===== src/design/dmd_pkg.sv =====
package dmd_pkg;

  // Clock and nominal loop frequencies
  localparam int CLK_FREQ_HZ = 125000000;
  localparam int REF_FREQ_HZ = 1000;
  localparam int VCO_NOMINAL_HZ = 45500000;

  // Prescaler moduli and fixed output divider
  localparam logic [5:0] PRESC_MOD_LOW = 6'h32;
  localparam logic [5:0] PRESC_MOD_HIGH = 6'h33;
  localparam logic [6:0] OUT_DIV_HALF = 7'h32;

  // Counter widths and preload field layout
  localparam int MAIN_W = 10;
  localparam int SWALLOW_W = 6;
  localparam int MAIN_PROG_W = 5;
  localparam logic [2:0] MAIN_FIXED_HIGH = 3'h7;
  localparam logic [1:0] MAIN_FIXED_MID = 2'h0;
  localparam int LOW_OUT_DIS_BIT = 6;
  localparam int LOW_TEST_DIS_BIT = 7;

  // Serial register strobe indices
  localparam int STB_CAR_LOW = 0;
  localparam int STB_CAR_MAIN = 1;
  localparam int STB_BEAT_LOW = 2;
  localparam int STB_BEAT_MAIN = 3;

  // Wishbone byte offsets
  localparam logic [7:0] ADR_CTRL = 8'h00;
  localparam logic [7:0] ADR_STATUS = 8'h04;
  localparam logic [7:0] ADR_COUNT = 8'h08;
  localparam logic [7:0] ADR_CAR_LOW = 8'h0c;
  localparam logic [7:0] ADR_CAR_MAIN = 8'h10;
  localparam logic [7:0] ADR_BEAT_LOW = 8'h14;
  localparam logic [7:0] ADR_BEAT_MAIN = 8'h18;

  // Reset values: 455.00 kHz, swallow 0, main 910
  localparam logic [7:0] LOW_RESET = 8'h00;
  localparam logic [4:0] MAIN_PROG_RESET = 5'h0e;
  localparam logic [7:0] SHIFT_RESET = 8'h00;
  localparam logic [0:0] CTRL_RESET = 1'h1;

  typedef enum logic [2:0] {
    DMD_PD_IDLE = 3'b001,
    DMD_PD_UP = 3'b010,
    DMD_PD_DOWN = 3'b100
  } dmd_pd_type;

endpackage


===== src/design/dmd_divider.sv =====
`timescale 1ns/100ps
// Function
// - Prescaler divides oscillator edges by 50 or 51, one pulse per count.
// - Locked divider output runs at 1 kHz, compared with 1 kHz reference.
// - Swallow count at zero forces modulus high, divide-by-50 for cycle rest.
// - Prescaler pulse at main count one reloads both counters and pulses the divider output.
// - Two register sets kept: transmit carrier and receive beat oscillator.
// - Key low selects carrier set; key high selects beat oscillator set.
// - Output disable bit high turns the oscillator output off.
// - Self-test disable bit high disables the self-test detector.
// - Phase outputs idle high, pulse low for the phase error duration.
// - Main preload is 111, 00, then five programmable bits: 896 to 927.
// - Swallow preload is a full 6-bit value, 0 through 63.
// - Counters preload on the edge that raises the divider pulse, before the next oscillator edge.
// - Every prescaler pulse except the reloading one decrements the main counter by one.
// - Nonzero swallow starts at divide-by-51; zero starts at divide-by-50.
// - Swallow zero gives one output per 50 times main preload edges.
// - Fixed divide-by-100 stage makes the final oscillator output.
// - Register contents reach counter preloads as parallel binary.
module dmd_divider (
  input wire logic clk_i,
  input wire logic rst_i,
  input wire logic vco_i,
  input wire logic ref_i,
  input wire logic transmit_keying_input_i,
  input wire logic module_control_bus_clk_i,
  input wire logic module_control_bus_data_i,
  input wire logic [3:0] module_control_bus_strobe_i,
  input wire logic wb_cyc_i,
  input wire logic wb_stb_i,
  input wire logic wb_we_i,
  input wire logic [7:0] wb_adr_i,
  input wire logic [3:0] wb_sel_i,
  input wire logic [31:0] wb_dat_i,
  output logic [31:0] wb_dat_o,
  output logic wb_ack_o,
  output logic modulus_high_o,
  output logic div_pulse_o,
  output logic phase_r_o,
  output logic phase_v_o,
  output logic lo_out_o,
  output logic lo_output_disable_bit_o,
  output logic selftest_disable_bit_o
);

  localparam int SYNC_W = 9;

  logic [SYNC_W-1:0] sync_level;
  logic [SYNC_W-1:0] sync_rise;
  logic vco_rise;
  logic ref_rise;
  logic key_level;
  logic ser_clk_rise;
  logic ser_data;
  logic [3:0] strobe_rise;

  logic [7:0] shifter;
  logic [7:0] car_low;
  logic [dmd_pkg::MAIN_PROG_W-1:0] car_main;
  logic [7:0] beat_low;
  logic [dmd_pkg::MAIN_PROG_W-1:0] beat_main;

  logic run_enable;
  logic beat_active;
  logic [dmd_pkg::SWALLOW_W-1:0] swallow_cnt;
  logic [dmd_pkg::MAIN_W-1:0] main_cnt;
  logic [5:0] presc_cnt;
  logic [5:0] presc_mod;
  logic presc_pulse;
  logic reload;
  logic [7:0] next_low;
  logic [dmd_pkg::MAIN_PROG_W-1:0] next_main_prog;

  logic [6:0] out_div_cnt;
  logic out_toggle;
  dmd_pkg::dmd_pd_type pd_state;

  logic wb_req;
  logic wb_commit;
  logic [31:0] rd_data;

  // Fixed upper bits of the main preload
  function automatic logic [dmd_pkg::MAIN_W-1:0] main_preload(
    input logic [dmd_pkg::MAIN_PROG_W-1:0] prog
  );
    main_preload = {dmd_pkg::MAIN_FIXED_HIGH, dmd_pkg::MAIN_FIXED_MID, prog};
  endfunction

  function automatic logic [dmd_pkg::SWALLOW_W-1:0] swallow_preload(
    input logic [7:0] low
  );
    swallow_preload = low[dmd_pkg::SWALLOW_W-1:0];
  endfunction

  dmd_sync #(
    .WIDTH(SYNC_W)
  ) u_sync (
    .clk_i(clk_i),
    .rst_i(rst_i),
    .async_i({transmit_keying_input_i, module_control_bus_strobe_i,
              module_control_bus_data_i, module_control_bus_clk_i, ref_i, vco_i}),
    .level_o(sync_level),
    .rise_o(sync_rise),
    .fall_o()
  );

  assign vco_rise = sync_rise[0];
  assign ref_rise = sync_rise[1];
  assign ser_clk_rise = sync_rise[2];
  assign ser_data = sync_level[3];
  assign strobe_rise = sync_rise[7:4];
  assign key_level = sync_level[8];

  // Shared serial shifter, data and clock share one sync delay
  always_ff @(posedge clk_i) begin
    if (rst_i) begin
      shifter <= dmd_pkg::SHIFT_RESET;
    end else if (ser_clk_rise) begin
      shifter <= {shifter[6:0], ser_data};
    end
  end

  // Strobes latch the shifter into one of four registers
  always_ff @(posedge clk_i) begin
    if (rst_i) begin
      car_low <= dmd_pkg::LOW_RESET;
      car_main <= dmd_pkg::MAIN_PROG_RESET;
      beat_low <= dmd_pkg::LOW_RESET;
      beat_main <= dmd_pkg::MAIN_PROG_RESET;
    end else begin
      if (strobe_rise[dmd_pkg::STB_CAR_LOW]) begin
        car_low <= shifter;
      end
      if (strobe_rise[dmd_pkg::STB_CAR_MAIN]) begin
        car_main <= shifter[dmd_pkg::MAIN_PROG_W-1:0];
      end
      if (strobe_rise[dmd_pkg::STB_BEAT_LOW]) begin
        beat_low <= shifter;
      end
      if (strobe_rise[dmd_pkg::STB_BEAT_MAIN]) begin
        beat_main <= shifter[dmd_pkg::MAIN_PROG_W-1:0];
      end
    end
  end

  // Set chosen by the live key, sampled at reload and on every cycle while the divider is stopped
  always_comb begin
    if (key_level) begin
      next_low = beat_low;
      next_main_prog = beat_main;
    end else begin
      next_low = car_low;
      next_main_prog = car_main;
    end
  end

  // Modulus follows the swallow count
  assign modulus_high_o = (swallow_cnt == '0);
  assign presc_mod = modulus_high_o ? dmd_pkg::PRESC_MOD_LOW : dmd_pkg::PRESC_MOD_HIGH;
  assign presc_pulse = run_enable && vco_rise && (presc_cnt == presc_mod - 6'h01);
  assign reload = presc_pulse && (main_cnt == {{(dmd_pkg::MAIN_W-1){1'b0}}, 1'b1});

  // Count restarts at each boundary, so a modulus change never splits a count
  always_ff @(posedge clk_i) begin
    if (rst_i || !run_enable) begin
      presc_cnt <= '0;
    end else if (presc_pulse) begin
      presc_cnt <= '0;
    end else if (vco_rise) begin
      presc_cnt <= presc_cnt + 6'h01;
    end
  end

  // Reload lands in the pulse cycle, well ahead of the next VCO edge
  always_ff @(posedge clk_i) begin
    if (rst_i) begin
      main_cnt <= main_preload(dmd_pkg::MAIN_PROG_RESET);
      swallow_cnt <= swallow_preload(dmd_pkg::LOW_RESET);
      beat_active <= 1'b0;
    end else if (!run_enable || reload) begin
      main_cnt <= main_preload(next_main_prog);
      swallow_cnt <= swallow_preload(next_low);
      beat_active <= key_level;
    end else if (presc_pulse) begin
      main_cnt <= main_cnt - {{(dmd_pkg::MAIN_W-1){1'b0}}, 1'b1};
      if (swallow_cnt != '0) begin
        swallow_cnt <= swallow_cnt - {{(dmd_pkg::SWALLOW_W-1){1'b0}}, 1'b1};
      end
    end
  end

  // Divider output, one clock wide, nominally at the reference rate
  always_ff @(posedge clk_i) begin
    if (rst_i) begin
      div_pulse_o <= 1'b0;
    end else begin
      div_pulse_o <= reload;
    end
  end

  // Control bits follow the set in use since the last reload
  always_ff @(posedge clk_i) begin
    if (rst_i) begin
      lo_output_disable_bit_o <= dmd_pkg::LOW_RESET[dmd_pkg::LOW_OUT_DIS_BIT];
      selftest_disable_bit_o <= dmd_pkg::LOW_RESET[dmd_pkg::LOW_TEST_DIS_BIT];
    end else if (beat_active) begin
      lo_output_disable_bit_o <= beat_low[dmd_pkg::LOW_OUT_DIS_BIT];
      selftest_disable_bit_o <= beat_low[dmd_pkg::LOW_TEST_DIS_BIT];
    end else begin
      lo_output_disable_bit_o <= car_low[dmd_pkg::LOW_OUT_DIS_BIT];
      selftest_disable_bit_o <= car_low[dmd_pkg::LOW_TEST_DIS_BIT];
    end
  end

  // Fixed divide-by-100 free runs on every VCO edge
  always_ff @(posedge clk_i) begin
    if (rst_i) begin
      out_div_cnt <= '0;
      out_toggle <= 1'b0;
    end else if (vco_rise) begin
      if (out_div_cnt == dmd_pkg::OUT_DIV_HALF - 7'h01) begin
        out_div_cnt <= '0;
        out_toggle <= ~out_toggle;
      end else begin
        out_div_cnt <= out_div_cnt + 7'h01;
      end
    end
  end

  // Registered so the pin cannot glitch while the disable bit moves
  always_ff @(posedge clk_i) begin
    if (rst_i) begin
      lo_out_o <= 1'b0;
    end else begin
      lo_out_o <= out_toggle & ~lo_output_disable_bit_o;
    end
  end

  // Phase-frequency detector; coincident edges cancel to idle
  always_ff @(posedge clk_i) begin
    if (rst_i) begin
      pd_state <= dmd_pkg::DMD_PD_IDLE;
    end else begin
      case (pd_state)
        dmd_pkg::DMD_PD_IDLE: begin
          if (ref_rise && !reload) begin
            pd_state <= dmd_pkg::DMD_PD_UP;
          end else if (reload && !ref_rise) begin
            pd_state <= dmd_pkg::DMD_PD_DOWN;
          end
        end
        dmd_pkg::DMD_PD_UP: begin
          if (reload) begin
            pd_state <= dmd_pkg::DMD_PD_IDLE;
          end
        end
        dmd_pkg::DMD_PD_DOWN: begin
          if (ref_rise) begin
            pd_state <= dmd_pkg::DMD_PD_IDLE;
          end
        end
        default: begin
          pd_state <= dmd_pkg::DMD_PD_IDLE;
        end
      endcase
    end
  end

  assign phase_r_o = (pd_state != dmd_pkg::DMD_PD_UP);
  assign phase_v_o = (pd_state != dmd_pkg::DMD_PD_DOWN);

  // Classic Wishbone slave, one wait state, ack drops after one cycle
  assign wb_req = wb_cyc_i && wb_stb_i && !wb_ack_o;

  // Writes land on the ack edge, where the master completes the cycle
  assign wb_commit = wb_cyc_i && wb_stb_i && wb_ack_o;

  always_ff @(posedge clk_i) begin
    if (rst_i) begin
      wb_ack_o <= 1'b0;
    end else begin
      wb_ack_o <= wb_req;
    end
  end

  // Stopping the divider parks the counters on their preloads
  always_ff @(posedge clk_i) begin
    if (rst_i) begin
      run_enable <= dmd_pkg::CTRL_RESET[0];
    end else if (wb_commit && wb_we_i && wb_sel_i[0] &&
                 wb_adr_i == dmd_pkg::ADR_CTRL) begin
      run_enable <= wb_dat_i[0];
    end
  end

  always_comb begin
    rd_data = 32'h0000_0000;
    case (wb_adr_i)
      dmd_pkg::ADR_CTRL: begin
        rd_data = {31'h0000_0000, run_enable};
      end
      dmd_pkg::ADR_STATUS: begin
        rd_data = {26'h000_0000, selftest_disable_bit_o, lo_output_disable_bit_o,
                   (pd_state == dmd_pkg::DMD_PD_IDLE), key_level, modulus_high_o,
                   beat_active};
      end
      dmd_pkg::ADR_COUNT: begin
        rd_data = {10'h000, swallow_cnt, 6'h00, main_cnt};
      end
      dmd_pkg::ADR_CAR_LOW: begin
        rd_data = {24'h00_0000, car_low};
      end
      dmd_pkg::ADR_CAR_MAIN: begin
        rd_data = {27'h000_0000, car_main};
      end
      dmd_pkg::ADR_BEAT_LOW: begin
        rd_data = {24'h00_0000, beat_low};
      end
      dmd_pkg::ADR_BEAT_MAIN: begin
        rd_data = {27'h000_0000, beat_main};
      end
      default: begin
        rd_data = 32'h0000_0000;
      end
    endcase
  end

  // Captured with the request; stands until the next request
  always_ff @(posedge clk_i) begin
    if (rst_i) begin
      wb_dat_o <= 32'h0000_0000;
    end else if (wb_req) begin
      wb_dat_o <= wb_we_i ? 32'h0000_0000 : rd_data;
    end
  end

endmodule


===== src/design/dmd_sync.sv =====
`timescale 1ns/100ps
module dmd_sync #(
  parameter int WIDTH = 1
) (
  input wire logic clk_i,
  input wire logic rst_i,
  input wire logic [WIDTH-1:0] async_i,
  output logic [WIDTH-1:0] level_o,
  output logic [WIDTH-1:0] rise_o,
  output logic [WIDTH-1:0] fall_o
);

  logic [WIDTH-1:0] stage1;
  logic [WIDTH-1:0] stage2;
  logic [WIDTH-1:0] stage3;

  // Stage1 feeds only stage2 to keep metastability contained
  always_ff @(posedge clk_i) begin
    if (rst_i) begin
      stage1 <= '0;
      stage2 <= '0;
      stage3 <= '0;
    end else begin
      stage1 <= async_i;
      stage2 <= stage1;
      stage3 <= stage2;
    end
  end

  assign level_o = stage2;
  assign rise_o = stage2 & ~stage3;
  assign fall_o = ~stage2 & stage3;

endmodule


===== config.mk =====
export PLATFORM = sky130hd
export DESIGN_NAME = dmd_divider
export DESIGN_NICKNAME = d
export VERILOG_FILES = /design/src/design/dmd_pkg.sv /design/src/design/dmd_divider.sv /design/src/design/dmd_sync.sv
export SDC_FILE = /design/constraint.sdc
export NUM_CORES = 1
export LEC_CHECK = 0
export BUFFER_PORTS_ARGS = -buffer_cell sky130_fd_sc_hd__buf_2
export CAP_MARGIN = 20
export CORE_MARGIN = 3
export CORE_UTILIZATION = 45
export CTS_CLUSTER_SIZE = 24
export DETAILED_ROUTE_END_ITERATION = 16
export PLACE_DENSITY_LB_ADDON = 0.25
export SYNTH_ARGS = -nofsm -noshare
export SYNTH_HDL_FRONTEND = slang
export SYNTH_SLANG_ARGS = --single-unit

===== constraint.sdc =====
create_clock -name clk_i -period 7.4 [get_ports clk_i]
set_clock_uncertainty 0.2 [all_clocks]
set_input_delay 1.48 -clock clk_i [delete_from_list [all_inputs] [get_ports clk_i]]
set_output_delay 1.48 -clock clk_i [all_outputs]
set_load 0.01 [all_outputs]

==> flow_results.org, run 1 <==
** STA
- Clock period minus worst slack :: 3.79 ns
- The final max-slew violation count was 0.
- Transition time at the pin with the least slew margin :: between 0.9 and 1 ns
- Based on the critical path, the design can be clocked at up to about 260 MHz.
- Final Cycle Share :: 51.3%
- Worst slack on hold paths :: 0.232 ns
- Across all setup checks in the final design, the least slack found is 3.61 ns.
- Rel. slew slack :: 34.2%
- Post-route setup TNS :: 0 ns
- Setup violations remaining at the end of the flow were counted as 0.
- Unrepaired setup endpoints after global routing :: no
- The number of hold-slack violations in the final timing report was 0.

** Clock tree
- Number of buffers between clock root and the deepest sink :: 2
- Setup repair bufs after CTS :: 0
- Number of clock sinks :: 115
- The number of gates resized after CTS was 0.
- The H-tree was split into 4 levels.
- In this run, CTS created clock tree buffers numbering 17.
- The clock reaches the later pin of the worst-skew pair after 0.41 ns.
- Clock-pin slew was measured on the worst setup and hold paths at 0.05 ns.
- The number of hold buffers added after CTS was 0.
- Clock tree synthesis selected as its root buffer the cell sky130_fd_sc_hd__clkbuf_16.
- TritonCTS built the clock tree.

** Synthesis
- Share of the yosys chip area belonging to registers :: approximately 45%
- Post-synth ARST share :: 0%
- Among all flip-flop cells after synthesis, the most frequent one is sky130_fd_sc_hd__dfxtp_1.
- The mapped netlist covers 5170 um2.
- During synthesis, Yosys emitted a total of 0 warnings.
- Post-synthesis cell type count :: 61
- The synthesized design contains 115 register bits.
- Dividing the synthesized area by the synthesized cell count gives 8.73 um2.
- Post-Syn Instances :: 592
- In this run, synthesis inferred 0 flip-flops with an integrated enable.

** Placement
- Post-DP HPWL :: 8.40 mm
- Post-Place Cells :: 751
- Routability Congestion :: 0.850
- Input/output buffers :: 47
- At the placement stage, the worst setup path has a slack of 3.42 ns.

** Cells and area
- Area taken by multi-input logic gates :: 2640 um2
- For this run, the post-layout net count is 696.
- Commonest non-fill, non-tap cell in the layout :: sky130_fd_sc_hd__dfxtp_1
- The number of antenna diodes in the final layout is 0.
- Share of cells above drive strength 1 :: 14.8%
- Most used cells in the layout excluding fill and tap cells :: sky130_fd_sc_hd__dfxtp_1, sky130_fd_sc_hd__nor2_1, sky130_fd_sc_hd__nand2_1
- Layout-stage area growth over the synthesis result :: 16.9%
- The filler cells instantiated in the layout total between 1,000 and 1,500.
- Seq. cell area :: roughly 2300 um2
- Leaving out filler cells and counting taps, the final layout contains between 700 and 800.

** Global routing
- The number of global-route vias before repair was between 4,000 and 5,000.
- Total global routing overflow :: 0
- The number of antenna violations at the first check in global routing is 0.
- Entering global routing, the biggest net connects between 90 and 100 pins.
- The first global-routing pass estimated 19.8 mm of wire.
- Overall Global Routing Usage :: 19.6%

** Floorplanning
- Die Width :: roughly 110 um
- The floorplan step defined a die boundary enclosing 12,800 um2.
- Placeable core region :: roughly 11,000 um2
- Die Y :: 113 um
- FP Rows :: 38
- Starting density of the core :: 46.9%
- Number of I/O pins :: 98

** Detailed routing
- For this run, design rule violations remaining after detail routing come to 0.
- Routed length per instance :: around 15 um
- Final antenna-violating net count :: 0
- Total routed wirelength :: 11.9 mm
- For this run, the detailed router's first-pass iteration total came to 5.
- Number of DRC markers after the initial detailed-route iteration :: 243
- Via-per-instance ratio :: 5.37
- The detailed router placed 4,206 vias in this run.

** Worst setup path
- Data required time at the worst endpoint :: 5.72 ns
- Arr. time, crit path :: 2.11 ns
- The worst setup path is launched from a register.
- Crit. End Element :: output port
- Max Fanout on Critical Path :: 5
- Worst setup path class :: reg -> out

** Power
- The analysis attributes to cell leakage a power of 0.00239 uW.
- The worst-case IR drop observed on VDD is ~0.26 mV.
- For this design the ratio of total power to cell area is around 260 nW/um2.

** Run
- The tool flagged a number of max-cap violations equal to 0.

** Hold path
- Worst hold path class :: reg -> reg

** Status
- Outcome :: completed
[final cells by class]
| type | count | share of cell area, % |
|---|---|---|
| Multi-Input combinational cell | 435 | 43.7 |
| Sequential cell | 115 | 38.1 |
| Clock buffer | 21 | 7.29 |
| Timing Repair Buffer | 51 | 4.35 |
| Clock inverter | 10 | 3.02 |
| Tap cell | 140 | 2.90 |
| Inverter | 11 | 0.683 |
[worst max-delay path, cell delays in order, from the launching register on]
cell,delay [ns]
sky130_fd_sc_hd__dfxtp_1,0.34
sky130_fd_sc_hd__inv_1,0.11
sky130_fd_sc_hd__ha_1,0.23
sky130_fd_sc_hd__or4b_4,0.52
sky130_fd_sc_hd__nor2_1,0.30
sky130_fd_sc_hd__buf_2,0.20
[cell families after synthesis]
logic type,count (synthesis),share of synthesized area (%)
mux,37,7.33
buf+inv,57,5.49
compound gates,107,13.6
fa+ha+maj,7,1.69
flops,115,44.5
simple gates,256,25.3
xor+xnor,12,2.03
other cells,1,0.0725
[registers in the layout (all words and copies together) (netlist names), 3 cells and up]
| signal | count |
|---|---|
| beat_low | 8 |
| car_main | 5 |
| swallow_cnt | 6 |
| wb_dat_o | 16 |
| shifter | 8 |
| pd_state | 3 |
| car_low | 8 |
| u_sync.level_o | 9 |
| out_div_cnt | 7 |
| u_sync.stage1 | 9 |
| beat_main | 5 |
| main_cnt | 10 |
| u_sync.stage3 | 7 |
| presc_cnt | 6 |
[where the power goes]
part	internal [uW]	switching, uW	total, uW	leakage, uW
sequential	629	5.88	635	0.000933
clock	594	274	868	0.000305
combinational	21.9	37.8	59.7	0.00115
[through the flow]
| step | total power (uW) | utilization (%) | cell area (um2) |
|---|---|---|---|
| 6_report | 1560 | 54.8 | 6040 |
| 5_1_grt | 1620 | 54.8 | 6040 |
| 4_1_cts | 1580 | 54.8 | 6040 |
| 3_5_place_dp | 707 | 49.1 | 5420 |
| 3_3_place_gp | 705 | 49.1 | 5420 |
| 2_1_floorplan | 697 | - | 5230 |
[cell usage after synthesis, drive strengths merged, types with 5 or more instances]
| cell type | n | area (um2) |
|---|---|---|
| nor3 | 8 | 51.3 |
| buf | 23 | 156 |
| nor4 | 5 | 37.5 |
| a21oi | 34 | 170 |
| mux2i | 30 | 300 |
| mux2 | 7 | 78.8 |
| nand4 | 11 | 68.8 |
| xnor2 | 5 | 43.8 |
| inv | 11 | 41.3 |
| nand2 | 49 | 184 |
| nand2b | 12 | 75.1 |
| a211o | 6 | 52.6 |
| nor2 | 81 | 304 |
| o21ai | 22 | 114 |
| a22oi | 16 | 120 |
| ha | 7 | 87.6 |
| dfxtp | 115 | 2300 |
| nor2b | 45 | 282 |
| clkbuf | 23 | 86.3 |
| xor2 | 7 | 61.3 |
| or3 | 9 | 56.3 |
| nand3 | 14 | 70.1 |
[final timing paths]
path | startpoint | end | slack [ns] | cells after the start
worst max-delay path | swallow_cnt[0] | modulus_high_o | 3.61 | 5
worst min-delay path | u_sync.stage1[0] | u_sync.level_o[0] | 0.23 | 1
worst max register to register | swallow_cnt[0] | pd_state[2] | 4.32 | 8
worst min register to register | u_sync.stage1[0] | u_sync.level_o[0] | 0.23 | 1
[routing by layer]
layer	vias up	track usage, %	part of all wire [%]
met1	1969	25.8	46
met5	-	0	0
met3	17	5.13	5.5
met2	107	30.6	47
met4	0	7.85	1.3
li1	2113	-	-
No activity file was read; power rests on OpenSTA's default activity.
==> run 2, diff against run 1 <==
clock period = 3.33 ns   (was 7.4 ns; I/O delays follow)
==> run 2 against run 1 <==
Clock power grew 110%. Via count grew 0.17%. Critical path depth stayed put. Global-route usage fell by 0.094 points. Die area unchanged. Sequential share of layout area shrank 0.12 points. Sequential power grew 120%. Highest routed layer unchanged.
==> flow_results.org, run 2 (same netlist as run 1, synthesis figures left out) <==
** Worst setup path
- The critical path is of the reg -> out type.
- STA classifies the critical path startpoint as a register.
- The count of cells along the worst register-to-register path came to 8 (unchanged).
- Start of the worst register-to-register path :: swallow_cnt[0]
- Crit. End Element :: output port
- Data required time at the worst endpoint :: 2.46 ns (-3.26 ns)
- First element of the critical path :: swallow_cnt[0]
- The maximum fanout along the worst path came to 5 (unchanged).
- Arr. time, crit path :: 2.09 ns (-0.02 ns)

** Floorplanning
- Die Width :: 113 um (unchanged)
- Number of I/O pins :: 98 (unchanged)
- FP Rows :: 38 (unchanged)
- Full die area :: 12,800 um2 (unchanged)
- The vertical extent of the die came to 113 um (unchanged).
- Placeable core region :: 11,000 um2 (unchanged)
- Starting density of the core :: 46.9% (unchanged)

** Run
- The max-cap violation count was 0 (unchanged).

** Placement
- The number of port buffers is 47 (unchanged).
- Post-Place Cells :: 758 (+0.93%)
- The HPWL reported at the end of detailed placement is 8.52 mm (+1.4%).
- The placer congestion estimate was 0.922 (+8.5%).

** STA
- The measured slew at the worst slew-check pin came to 0.705 ns (-0.282 ns).
- The final max-slew violation count is 0 (unchanged).
- Clock period minus worst slack :: 2.96 ns
- Final Setup Violations :: 0 (unchanged)
- Unrepaired setup endpoints after global routing :: no
- The setup total negative slack is 0 ns (unchanged).
- Final Hold Fails :: 0 (unchanged)
- Fmax :: 338 MHz
- Of the available clock period, the critical path in the final layout requires between 80% and 90%.
- The remaining max-slew budget at the tightest pin was 52.9% (+19 points).

** Global routing
- The pin count of the biggest net entering global routing is 54 (-44%).
- Wire length of the first global-routing pass :: 19.9 mm (+0.21%)
- Total global routing overflow :: 0 (unchanged)
- The number of antenna violations at the first check in global routing is 0 (unchanged).
- The total global routing track utilization came to 19.5% (-0.094 points).
- The number of global-route vias before repair is 4,047 (-0.42%).

** Power
- The maximum VDD drop came to 0.496 mV (+89%).
- The total power came to 3350 uW (+110%).
- The leakage power was 0.00240 uW (+0.60%).
- Sequential power share :: 42.1% (+1.5 points)
- Proportion of power drawn by the clock network :: 53.9% (-1.6 points)
- Int Pwr :: 2660 uW (+110%)
- The logic gate share of total power is 4.0% (+0.2 points).
- The switching power as a share of total power is 20.7% (+0.35 points).
- Total power divided by cell area :: 552 nW/um2 (+110%)
- The net switching power was 694 uW (+120%).

** Cells and area
- Number of nets in the final layout :: 702 (+0.86%)
- From synthesis to final layout, the design area changed by 17.3%.
- Share of cells above drive strength 1 :: 15.7% (+0.94 points)
- Cell Count, Final, Fillers Out :: 789 (+0.77%)
- Top Registers :: wb_dat_o: 16 flops, main_cnt: 10 flops
- The library cell used most frequently in the layout, excluding fill and tap cells, is sky130_fd_sc_hd__dfxtp_1.
- Most used cells in the layout excluding fill and tap cells :: sky130_fd_sc_hd__dfxtp_1, sky130_fd_sc_hd__nor2_1, sky130_fd_sc_hd__nand2_1
- Fin util :: 55.0% (+0.17 points)
- The final antenna diode count is 0 (unchanged).
- Ranked by flip-flop count, first place goes to wb_dat_o.
- The number of flip-flops in the largest register was 16 (unchanged).

** Clock tree
- Post_cts resized :: 0 (unchanged)
- The tree is rooted in a sky130_fd_sc_hd__clkbuf_16.
- TritonCTS built the clock tree.
- The clock transition at the register clock pins on the worst setup and hold paths after CTS was 0.05 ns (about the same).
- The number of buffers inserted by hold repair at cts is 0 (unchanged).
- Clock latency on the worst-skew pair :: 0.41 ns (about the same)
- The H-tree depth reported by CTS is 4 (unchanged).
- Number of buffers between clock root and the deepest sink :: 2 (unchanged)
- CTS buffer count :: 17 (unchanged)
- Number of clock sinks :: 115 (unchanged)
- The post-CTS setup buffer count came to 0 (unchanged).

** Detailed routing
- The routed wirelength normalized by instance count came to 15.0 um (-1.6%).
- Final antenna-violating net count :: 0 (unchanged)
- Detailed-route via count :: 4,213 (+0.17%)
- Count of TritonRoute iterations in the first routing pass :: 5 (unchanged)
- The detailed router's first-iteration violation count is 301 (+24%).
- Via-per-instance ratio :: 5.34 (-0.60%)
- DRC viols :: 0 (unchanged)
- The sum of routed wire length over all layers was 11.8 mm (-0.89%).

** Hold path
- In this run the most critical hold path is launched from u_sync.stage1[0].
- The depth of the worst hold-timing path was 1 (unchanged).
- Worst hold path class :: reg -> reg

** Status
- Outcome :: completed
run 2: cell count changes in the layout (fill, tap and decap cells not counted):
cell / previous run / this run
sky130_fd_sc_hd__bufinv_16: 5 / 3
sky130_fd_sc_hd__clkbuf_2: 1 / 0
sky130_fd_sc_hd__clkbuf_8: 0 / 2
sky130_fd_sc_hd__clkinvlp_4: 0 / 1
sky130_fd_sc_hd__buf_4: 3 / 10
sky130_fd_sc_hd__clkbuf_1: 4 / 3
run 2: layout make-up:
cell class                 count  area, um2
clock inverter                 9        130
timing repair buffer          57        310
tap                          140        175
clock buffer                  22        464
inverter                      11       41.3
sequential                   115       2300
fill                        1000       4970
multi-input combinational    435       2640
run 2: stage by stage:
stage / cell area, um2 / hold slack [ns] / worst slack, ns
after floorplan: 5230 / 0.214 / 0.670
after global placement: 5470 / 0.222 / 0.613
after detailed placement: 5470 / 0.221 / 0.565
after CTS: 6060 / 0.233 / 0.387
after global routing: 6060 / 0.253 / 0.305
final: 6060 / 0.233 / 0.373
run 2: power groups by stage:
stage               registers, uW  clock network, uW  logic, uW
finish                       1410               1800        133
floorplan                    1430                  0        115
global placement             1440                  0        130
global route                 1410               1910        149
detailed placement           1440                  0        132
CTS                          1410               1840        134
run 2: worst paths after layout:
check                      end  slack (ns)
min          u_sync.level_o[0]        0.23
min reg2reg  u_sync.level_o[0]        0.23
max reg2reg        pd_state[2]        0.55
max             modulus_high_o        0.37
run 2: critical path: stages, from the launching register on:
cell,delay (ns)
sky130_fd_sc_hd__dfxtp_1,0.34
sky130_fd_sc_hd__inv_1,0.11
sky130_fd_sc_hd__ha_1,0.22
sky130_fd_sc_hd__or4b_4,0.51
sky130_fd_sc_hd__nor2_1,0.30
sky130_fd_sc_hd__buf_2,0.20
run 2: metal layers:
| layer | track usage (%) | wire length [um] | vias to the layer above |
|---|---|---|---|
| li1 | - | - | 2120 |
| met1 | 25.5 | 5460 | 1979 |
| met3 | 4.76 | 552 | 24 |
| met2 | 31.0 | 5580 | 90 |
| met4 | 7.69 | 223 | 0 |
| met5 | 0 | 0 | - |
